==> src/pkg/wwt_consts.vh <==
// Register map, field positions, reset values and timing constants of the watchdog
`ifndef WWT_CONSTS_VH
`define WWT_CONSTS_VH

// Register word offsets (byte addresses)
`define WWT_OFS_MODE    5'h00
`define WWT_OFS_TIMEOUT 5'h04
`define WWT_OFS_FEED    5'h08
`define WWT_OFS_COUNT   5'h0c
`define WWT_OFS_WARN    5'h10
`define WWT_OFS_WINDOW  5'h14
`define WWT_OFS_STATUS  5'h18
`define WWT_OFS_MASK    5'h1c

// Mode register fields
`define WWT_MODE_EN  0
`define WWT_MODE_INT 1
`define WWT_MODE_WIN 2

// Status and mask register fields
`define WWT_ST_TOUT 0
`define WWT_ST_WARN 1
`define WWT_ST_FERR 2
`define WWT_ST_WDRS 3

// Feed keys
`define WWT_KEY1 32'h0000_00aa
`define WWT_KEY2 32'h0000_0055

// Reset values
`define WWT_RST_TIMEOUT 24'hff_ffff
`define WWT_RST_WARN    24'h00_0000
`define WWT_RST_WINDOW  24'hff_ffff

// Smallest time-out value: 256 counts down to zero
`define WWT_MIN_TIMEOUT 24'h00_00ff
// Prescaler divides the oscillator by four
`define WWT_PRESC_LAST  2'h3

`endif

==> src/design/wwt_windowed_watchdog.v <==
// Windowed watchdog with AHB-Lite register slave, prescaler, feed checking and interrupt
// What this block does
// While enabled, an unreloaded time-out resets the whole chip, or interrupts in interrupt mode.
// While enabled in window mode, a feed counts only between the minimum and maximum time.
// When enabled, a warning interrupt is raised at a programmable count.
// Software may only switch it on; reset or watchdog event switches it off.
// While enabled, a bad feed sequence resets the chip, or interrupts in interrupt mode.
// A flag records that the last chip reset came from the watchdog.
// The time-out counter is 24 bits, behind an internal prescaler.
// Period runs from 256x4 to 2^24x4 oscillator periods, in steps of four.
// Counting is paced by the watchdog oscillator, not the system clock.
// A feed is two key writes in a row; anything between is an error.
// A valid feed reloads the counter; it counts down; zero means time-out.
`include "wwt_consts.vh"
`timescale 1ns/1ns
`default_nettype none

module wwt_windowed_watchdog (
  // System clock and resets
  input  wire        hclk,
  input  wire        hresetn,
  input  wire        por_resetn,
  // AHB-Lite slave
  input  wire        hsel,
  input  wire [31:0] haddr,
  input  wire [1:0]  htrans,
  input  wire        hwrite,
  input  wire [2:0]  hsize,
  input  wire [31:0] hwdata,
  input  wire        hready,
  output wire        hreadyout,
  output wire        hresp,
  output reg  [31:0] hrdata,
  // Watchdog oscillator pin
  input  wire        watchdog_oscillator,
  // Results
  output reg         chip_reset_req,
  output wire        irq
);

  // Bus state
  reg        act_ff;
  reg        wr_ff;
  reg  [4:0] waddr_ff;
  // Oscillator synchroniser and prescaler
  reg        osc_s1_ff;
  reg        osc_s2_ff;
  reg        osc_s3_ff;
  reg  [1:0] presc_ff;
  // Control and status
  reg  [2:0]  mode_ff;
  reg  [23:0] tout_ff;
  reg  [23:0] warn_ff;
  reg  [23:0] win_ff;
  reg  [23:0] cnt_ff;
  reg  [2:0]  stat_ff;
  reg         wdrs_ff;
  reg  [3:0]  mask_ff;
  reg         armed_ff;

  // Decoded events and next values
  wire        acc;
  wire        osc_rise;
  wire        tick;
  wire        wr_now;
  wire        en;
  reg         nxt_armed;
  reg         feed_try;
  reg         seq_err;
  wire        win_ok;
  wire        feed_ok;
  wire        feed_err;
  wire        tout_ev;
  wire        warn_ev;
  wire        fail_ev;
  wire [3:0]  st_all;
  wire [3:0]  w1c;
  reg  [31:0] nxt_rdata;

  // Zero-wait slave that always answers OKAY
  assign hreadyout = 1'b1;
  assign hresp     = 1'b0;
  assign acc       = hsel & htrans[1] & hready;
  assign en        = mode_ff[`WWT_MODE_EN];
  assign wr_now    = act_ff & wr_ff;

  // Capture the address phase for the following data phase
  always @(posedge hclk or negedge hresetn) begin
    if (!hresetn) begin
      act_ff   <= 1'b0;
      wr_ff    <= 1'b0;
      waddr_ff <= 5'h00;
    end else begin
      act_ff   <= acc;
      wr_ff    <= acc & hwrite;
      waddr_ff <= haddr[4:0];
    end
  end

  // Read data is chosen in the address phase so it stands in the data phase
  always @* begin
    nxt_rdata = 32'h0000_0000;
    case (haddr[4:0])
      `WWT_OFS_MODE:    nxt_rdata = {29'h0, mode_ff};
      `WWT_OFS_TIMEOUT: nxt_rdata = {8'h00, tout_ff};
      `WWT_OFS_COUNT:   nxt_rdata = {8'h00, cnt_ff};
      `WWT_OFS_WARN:    nxt_rdata = {8'h00, warn_ff};
      `WWT_OFS_WINDOW:  nxt_rdata = {8'h00, win_ff};
      `WWT_OFS_STATUS:  nxt_rdata = {28'h000_0000, st_all};
      `WWT_OFS_MASK:    nxt_rdata = {28'h000_0000, mask_ff};
      default:          nxt_rdata = 32'h0000_0000;
    endcase
  end

  always @(posedge hclk or negedge hresetn) begin
    if (!hresetn) begin
      hrdata <= 32'h0000_0000;
    end else if (acc & ~hwrite) begin
      hrdata <= nxt_rdata;
    end
  end

  // Oscillator pin crosses into hclk through two flops; third one finds the edge
  always @(posedge hclk or negedge hresetn) begin
    if (!hresetn) begin
      osc_s1_ff <= 1'b0;
      osc_s2_ff <= 1'b0;
      osc_s3_ff <= 1'b0;
    end else begin
      osc_s1_ff <= watchdog_oscillator;
      osc_s2_ff <= osc_s1_ff;
      osc_s3_ff <= osc_s2_ff;
    end
  end

  assign osc_rise = osc_s2_ff & ~osc_s3_ff;
  assign tick     = osc_rise & (presc_ff == `WWT_PRESC_LAST) & en;

  // Fixed divide-by-four prescaler, restarted by each good feed
  always @(posedge hclk or negedge hresetn) begin
    if (!hresetn) begin
      presc_ff <= 2'h0;
    end else if (feed_ok | ~en) begin
      presc_ff <= 2'h0;
    end else if (osc_rise) begin
      presc_ff <= presc_ff + 2'h1;
    end
  end

  // Feed sequence: key one arms, key two fires, anything else in between fails
  always @* begin
    nxt_armed = armed_ff;
    feed_try  = 1'b0;
    seq_err   = 1'b0;
    if (act_ff) begin
      if (wr_ff && (waddr_ff == `WWT_OFS_FEED)) begin
        nxt_armed = 1'b0;
        if (!armed_ff && (hwdata == `WWT_KEY1)) begin
          nxt_armed = 1'b1;
        end else if (armed_ff && (hwdata == `WWT_KEY2)) begin
          feed_try = 1'b1;
        end else begin
          seq_err = 1'b1;
        end
      end else if (armed_ff) begin
        nxt_armed = 1'b0;
        seq_err   = 1'b1;
      end
    end
  end

  always @(posedge hclk or negedge hresetn) begin
    if (!hresetn) begin
      armed_ff <= 1'b0;
    end else begin
      armed_ff <= nxt_armed;
    end
  end

  // Too early a feed in window mode is refused while enabled; late is already a time-out
  assign win_ok   = ~mode_ff[`WWT_MODE_WIN] | (cnt_ff <= win_ff);
  assign feed_ok  = feed_try & (win_ok | ~en);
  assign feed_err = en & (seq_err | (feed_try & ~win_ok));
  assign tout_ev  = tick & (cnt_ff == 24'h00_0000);
  assign warn_ev  = tick & (cnt_ff == warn_ff);
  assign fail_ev  = tout_ev | feed_err;

  // Down counter reloads on a good feed and counts once per prescaled tick
  always @(posedge hclk or negedge hresetn) begin
    if (!hresetn) begin
      cnt_ff <= `WWT_RST_TIMEOUT;
    end else if (feed_ok) begin
      cnt_ff <= tout_ff;
    end else if (tick && (cnt_ff != 24'h00_0000)) begin
      cnt_ff <= cnt_ff - 24'h00_0001;
    end
  end

  // Chip reset request: one-cycle pulse, unless interrupt mode takes the event
  always @(posedge hclk or negedge hresetn) begin
    if (!hresetn) begin
      chip_reset_req <= 1'b0;
    end else begin
      chip_reset_req <= fail_ev & ~mode_ff[`WWT_MODE_INT];
    end
  end

  // Mode: enable is set-only and the other bits freeze once it is set
  always @(posedge hclk or negedge hresetn) begin
    if (!hresetn) begin
      mode_ff <= 3'h0;
    end else begin
      if (wr_now && (waddr_ff == `WWT_OFS_MODE)) begin
        if (!en) begin
          mode_ff[`WWT_MODE_INT] <= hwdata[`WWT_MODE_INT];
          mode_ff[`WWT_MODE_WIN] <= hwdata[`WWT_MODE_WIN];
        end
        if (hwdata[`WWT_MODE_EN]) begin
          mode_ff[`WWT_MODE_EN] <= 1'b1;
        end
      end
      // A time-out or feed error switches it off, and wins over a write
      if (fail_ev) begin
        mode_ff[`WWT_MODE_EN] <= 1'b0;
      end
    end
  end

  // Time-out, warning and window values; a short time-out is raised to the floor
  always @(posedge hclk or negedge hresetn) begin
    if (!hresetn) begin
      tout_ff <= `WWT_RST_TIMEOUT;
      warn_ff <= `WWT_RST_WARN;
      win_ff  <= `WWT_RST_WINDOW;
      mask_ff <= 4'h0;
    end else if (wr_now) begin
      if (waddr_ff == `WWT_OFS_TIMEOUT) begin
        if (hwdata[23:0] < `WWT_MIN_TIMEOUT) begin
          tout_ff <= `WWT_MIN_TIMEOUT;
        end else begin
          tout_ff <= hwdata[23:0];
        end
      end
      if (waddr_ff == `WWT_OFS_WARN) begin
        warn_ff <= hwdata[23:0];
      end
      if (waddr_ff == `WWT_OFS_WINDOW) begin
        win_ff <= hwdata[23:0];
      end
      if (waddr_ff == `WWT_OFS_MASK) begin
        mask_ff <= hwdata[3:0];
      end
    end
  end

  // Sticky status, write one to clear; a new event in the same cycle wins
  assign w1c = (wr_now && (waddr_ff == `WWT_OFS_STATUS)) ? hwdata[3:0] : 4'h0;

  always @(posedge hclk or negedge hresetn) begin
    if (!hresetn) begin
      stat_ff <= 3'h0;
    end else begin
      stat_ff[`WWT_ST_TOUT] <= (stat_ff[`WWT_ST_TOUT] & ~w1c[`WWT_ST_TOUT]) | tout_ev;
      stat_ff[`WWT_ST_WARN] <= (stat_ff[`WWT_ST_WARN] & ~w1c[`WWT_ST_WARN]) | warn_ev;
      stat_ff[`WWT_ST_FERR] <= (stat_ff[`WWT_ST_FERR] & ~w1c[`WWT_ST_FERR]) | feed_err;
    end
  end

  // Reset-cause flag lives on power-on reset only, so it outlasts the chip reset
  always @(posedge hclk or negedge por_resetn) begin
    if (!por_resetn) begin
      wdrs_ff <= 1'b0;
    end else begin
      wdrs_ff <= (wdrs_ff & ~w1c[`WWT_ST_WDRS]) | chip_reset_req;
    end
  end

  assign st_all = {wdrs_ff, stat_ff};

  // Level interrupt while any unmasked status bit is set
  assign irq = |(st_all & mask_ff);

endmodule // wwt_windowed_watchdog

`default_nettype wire

==> config.mk <==
export PLATFORM = sky130hd
export DESIGN_NAME = wwt_windowed_watchdog
export DESIGN_NICKNAME = d
export VERILOG_FILES = /design/src/design/wwt_windowed_watchdog.v
export VERILOG_INCLUDE_DIRS = /design/src /design/src/pkg
export SDC_FILE = /design/constraint.sdc
export NUM_CORES = 1
export LEC_CHECK = 0
export BUFFER_PORTS_ARGS = -buffer_cell sky130_fd_sc_hd__buf_2
export CAP_MARGIN = 25
export CORE_MARGIN = 3
export CORE_UTILIZATION = 60
export CTS_BUF_LIST = sky130_fd_sc_hd__clkbuf_4
export DETAILED_ROUTE_END_ITERATION = 8
export GPL_TIMING_DRIVEN = 1
export HOLD_SLACK_MARGIN = 0.05
export PLACE_DENSITY = 0.91
export SLEW_MARGIN = 20
export SYNTH_ARGS = -nofsm -noshare
export SYNTH_HDL_FRONTEND = slang
export SYNTH_SLANG_ARGS = --single-unit
==> constraint.sdc <==
create_clock -name hclk -period 2.6 [get_ports hclk]
set_input_delay 0.13 -clock hclk [delete_from_list [all_inputs] [get_ports hclk]]
set_output_delay 0.13 -clock hclk [all_outputs]
set_load 0.01 [all_outputs]
After elaboration in Yosys (flattened, before gate mapping)

Index checks and enable logic that the tools add are counted.

Flip-flop bits (word level): 153
Input port bits: 76
Output and inout bits: 36
Logic and storage cells: 120

Add/sub/neg operators: 2
Order comparisons: 2
Eq/ne operators: 16
Multiplexer cells: 21
Bitwise logic cells: 38
Reductions and logical operators: 22

Operator list:

| operator                                                    | count |
|---|---|
| one-hot mux 24 bit (7 select lines)                         | 1 |
| two-way mux 24 bit                                          | 3 |
| == test 5 bit, second input constant                        | 8 |
| == test 32 x 7 -> 1 bit, second input constant              | 1 |
| == test 32 x 8 -> 1 bit, second input constant              | 1 |
| == test 24 bit                                              | 1 |
| <= comparator 24 bit                                        | 1 |
| zero test 24 bit                                            | 1 |
| less-than comparator 24 x 8 -> 1 bit, second input constant | 1 |
| nonzero test 24 bit                                         | 1 |
| subtractor 24 x 1 -> 24 bit, second input constant          | 1 |
| AND 1 bit                                                   | 18 |
| two-way mux 1 bit                                           | 14 |
| AND reduction 2 bit                                         | 6 |
| == test 5 x 3 -> 1 bit, second input constant               | 2 |
| == test 5 x 4 -> 1 bit, second input constant               | 2 |
| zero test 5 bit                                             | 2 |
| inverter 1 bit                                              | 10 |
| OR 1 bit                                                    | 9 |
| nonzero test 2 bit                                          | 4 |
| logical AND 1 bit                                           | 6 |
| AND 4 bit                                                   | 1 |
| two-way mux 2 bit                                           | 2 |
| two-way mux 4 bit                                           | 1 |
| 4 further kinds                                             | 4 |

Depth between registers and ports, before layout

Depth in word-level cells: 12
Gate-level depth with buffers: 11
Depth with buffers taken out: 9

Least setup slack after synthesis

Ideal clock, no wire load.

Kind: reg2reg
Start: reg win_ff[23]
End: reg cnt_ff[10]
Library setup time: 0.082 ns
Data arrival time: 2.300 ns
Required time: 2.518 ns
Slack: 0.218 ns
Cell stages (with the launch flop): 11
Path buffers: 2
Clock period less this slack: 2.382 ns
Cell sequence: dfstp_2 -> inv_1 -> ha_1 -> nand4_1 -> nor4_1 -> o21ai_0 -> a41o_1 -> nand2b_4 -> buf_6 -> buf_6 -> mux2_4

Word-level cells in the longest chain between the ends: 5
Elaborated cells between the ends (all ways): 6
Those cells by class: order compare: 1; mux: 1; bitwise: 3; reduce/logical: 1

Ends and longest elaborated chain:

| what                                                            | RTL line                    | RTL |
|---|---|---|
| start, declared                                                 | wwt_windowed_watchdog.v:54  | `reg [23:0] win_ff;` |
| start signal, assigned                                          | wwt_windowed_watchdog.v:234 | `` win_ff <= `WWT_RST_WINDOW; `` |
| start signal, assigned                                          | wwt_windowed_watchdog.v:248 | `win_ff <= hwdata[23:0];` |
| <= comparator 24 bit (*)                                        | wwt_windowed_watchdog.v:181 | `` assign win_ok = ~mode_ff[`WWT_MODE_WIN] \| (cnt_ff <= win_ff); `` |
| OR 1 bit (*)                                                    | wwt_windowed_watchdog.v:181 |  |
| OR 1 bit (*)                                                    | wwt_windowed_watchdog.v:182 | `assign feed_ok = feed_try & (win_ok \| ~en);` |
| AND 1 bit (*)                                                   | wwt_windowed_watchdog.v:182 |  |
| two-way mux 24 bit / nonzero test 2 bit (equally long branches) | -                           |  |
| end signal, assigned                                            | wwt_windowed_watchdog.v:191 | `` cnt_ff <= `WWT_RST_TIMEOUT; `` |
| end signal, assigned                                            | wwt_windowed_watchdog.v:193 | `cnt_ff <= tout_ff;` |
| end signal, assigned                                            | wwt_windowed_watchdog.v:195 | `cnt_ff <= cnt_ff - 24'h00_0001;` |
| end, declared                                                   | wwt_windowed_watchdog.v:55  | `reg [23:0] cnt_ff;` |

Every way passes the cells marked *; elsewhere a longest branch is shown, timed or not.
A chain may end at the register's enable or synchronous reset.

Final worst setup path

Start: reg win_ff[9]
End: reg cnt_ff[12]

Same word-level chain as after synthesis.

==> flow_metrics.env <==
export IMPL_synth_xor_area_share_pct=3.89
export IMPL_clkTransAtPathRegs_ns=0.13
export IMPL_drc=0
export IMPL_synth_edf_count=0
export IMPL_start_util_pct=62.0
export IMPL_path_max_fanout=6
export IMPL_synth_compound_area_share_pct=10.9
export IMPL_root_buffer="clkbuf_4"
export IMPL_worst_setup_path_type="reg -> reg"
export IMPL_wl_per_cell_um=21.9
export IMPL_gp_congestion=0.915
export IMPL_critPathLaunchType="flop"
export IMPL_grt_pass1_vias=6911
export IMPL_cts_max_level=4
export IMPL_drive_gt1_share_pct=38.9
export IMPL_clockBufferDepth=2
export IMPL_setup_ws_ns=0.0144
export IMPL_drtIter0Drc=762
export IMPL_grt_overflow_total=0
export IMPL_ys_seq_area_share_pct=47.2
export IMPL_fin_area_um2=9220
export IMPL_synth_commonest_cells="mux2_2, nand2_1, dfrtp_1"
export IMPL_clock_fmax_mhz=387
export IMPL_crit_buf_inv=2
export IMPL_wirelength_um=22100
export IMPL_maxCapViolations=0
export IMPL_postRouteAntennaNets=0
export IMPL_finalClockSkew_ns=0.0262
export IMPL_ir_drop_mv=0.427
export IMPL_pre_cts_slack_ns=0.00514
export IMPL_critPathRequiredTime_ns=3.11
export IMPL_crit_family="simple AND/OR/NAND/NOR gates"
export IMPL_worst_pin_slew_ns=1.05
export IMPL_grtUsageTotal_pct=30.6
export IMPL_die_area_um2=14600
export IMPL_cts_tree="yes"
export IMPL_fin_nets=928
export IMPL_cpMaxStageDelayCell="dfstp_2"
export IMPL_place_area_um2=8520
export IMPL_setup_worst_path_start="win_ff[9]"
export IMPL_grt_max_degree=66
export IMPL_port_buffers=70
export IMPL_yosysMostFrequentCell="mux2_2"
export IMPL_hold_viol_final=0
export IMPL_yosysUniqueCellTypes=60
export IMPL_antenna_found_initial=0
export IMPL_status="finished, final reports clean"
export IMPL_dr_pass1_iters=7
export IMPL_synth_top_cell_by_area="dfstp_2"
export IMPL_grt_pass1_wl_um=34800
export IMPL_clock_sinks=145
export IMPL_synth_area_leaders="dfstp_2, dfrtp_1, mux2_2, ha_1, nand2_1"
export IMPL_synthMuxAreaShare_pct=15.3
export IMPL_core_um2=12700
export IMPL_worstPathCellList="inv_1 > ha_4 > nand4_1 > nor4_2 > nand2_1 > nand3_1 > a41o_1 > nand2b_4 > clkbuf_16 > mux2_4"
export IMPL_synth_simple_area_share_pct=13.6
export IMPL_slowest_delay_ns=0.57
export IMPL_fin_crit_sh_pct=99.4
export IMPL_die_w_um=121
export IMPL_syn_avg_cell_area_um2=11.2
export IMPL_crit_path_end_kind="flop"
export IMPL_setup_viol=0
export IMPL_slew_violations=0
export IMPL_clk_latency_ns=0.58
export IMPL_synth_top_family_by_area="multiplexers"
export IMPL_vias_per_cell=6.51
export IMPL_netlist_area_um2=7890
export IMPL_period_minus_slack_ns=2.59
export IMPL_fp_dieH_um=121
export IMPL_n_antenna_cell=0
export IMPL_r2r_start="win_ff[9]"
export IMPL_slew_headroom_pct=29.4
export IMPL_hpwlAfterDp_um=15100
export IMPL_cts_buffers=17
export IMPL_synth_warnings=0
export IMPL_ys_flop_type="dfrtp_1"
export IMPL_ys_ff_latch=145
export IMPL_synthAdderAreaFrac_pct=4.13
export IMPL_fillers=841
export IMPL_dr_total_vias=6577
export IMPL_p_per_area_nw_per_um2=428
export IMPL_cp_arrival_ns=3.09
export IMPL_rows=41
export IMPL_p_total_mw=3.94
export IMPL_min_path_type="in -> async"
export IMPL_timing_hold_ws_ns=0.0844
export IMPL_areaGrowthSynthToFinish_pct=16.9
export IMPL_asyncSetResetFlopFracSynth_pct=100
export IMPL_ios=112
export IMPL_p_leak_nw=4.39
export IMPL_synthCells=703
export IMPL_synth_top_area_share_pct=24.0
==> power by group <==
part / switching [mW] / internal (mW)
registers: 0.0357 / 2.32
clock network: 0.778 / 0.504
logic: 0.176 / 0.131
==> layout by cell type (no fill, tap or decap), types with 21 or more instances in the layout <==
cell type and n:
a21oi_1 22, a22o_1 26, buf_2 69, buf_4 32, clkbuf_4 22, dfrtp_1 73, dfstp_2 72, dlygate4sd3_1 37
ha_1 23, inv_1 32, mux2_2 83, nand2_1 77, xnor2_1 21
==> sequential cells by signal (all words and copies together) (netlist names) <==
name            flops
wdrs_ff             1
mask_ff             4
win_ff             24
osc_s2_ff           1
chip_reset_req      1
presc_ff            2
mode_ff             3
osc_s3_ff           1
tout_ff            24
wr_ff               1
act_ff              1
stat_ff             3
armed_ff            1
waddr_ff            5
hrdata             24
cnt_ff             24
warn_ff            24
osc_s1_ff           1
==> kinds of logic (layout without fill, tap and decap cells) <==
kind of cell	after synthesis	count (layout)
other cells	2	10
compound gates	114	114
buf+inv	79	206
flops	145	145
simple gates	199	199
xor+xnor	35	35
mux	103	103
fa+ha+maj	26	26
==> per-layer routing <==
layer	vias to the layer above	routed length, µm	global-route usage (%)
met5	-	0	0
met4	0	773	14.5
met3	86	2070	7.30
met2	442	11000	50.1
met1	3247	8330	38.5
li1	2802	-	-
==> worst paths after layout <==
| path | cells past startpoint | to | slack (ns) |
|---|---|---|---|
| setup / recovery | 10 | cnt_ff[12] | 0.01 |
| hold / removal | 2 | hrdata[17] | 0.08 |
| setup reg to reg | 10 | cnt_ff[12] | 0.01 |
| hold reg to reg | 0 | osc_s2_ff | 0.37 |
| max in group asynchronous | 3 | cnt_ff[23] | 1.67 |
| min in group hclk | 7 | armed_ff | 0.12 |
==> cell type report <==
| cell class | count | area [µm²] | area share [%] |
|---|---|---|---|
| Multi-Input combinational cell | 487 | 3890 | 42.2 |
| Sequential cell | 145 | 3720 | 40.3 |
| Timing Repair Buffer | 143 | 1040 | 11.3 |
| Tap cell | 172 | 215 | 2.33 |
| Clock buffer | 22 | 165 | 1.79 |
| Inverter | 32 | 120 | 1.30 |
| Clock inverter | 9 | 67.6 | 0.733 |
==> stage by stage <==
| stage | std cells | utilization (%) | setup TNS, ns |
|---|---|---|---|
| after floorplan | 711 | - | 0 |
| after global placement | 938 | 67.0 | 0 |
| after detailed placement | 938 | 67.0 | 0 |
| after CTS | 1006 | 71.8 | 0 |
| after global routing | 1010 | 72.5 | -0.953 |
| final | 1010 | 72.5 | 0 |
==> repair_timing <==
item / 4_1_cts / 5_1_grt
setup endpoints to repair: 4 / 21
cloned: 0 / 1
hold buffers: 37 / 0
setup buffers: 0 / 3
hold endpoints to repair: 155 / 0
pin swaps: 0 / 5
resized for setup: 1 / 5
No activity file was read; power rests on OpenSTA's default activity.
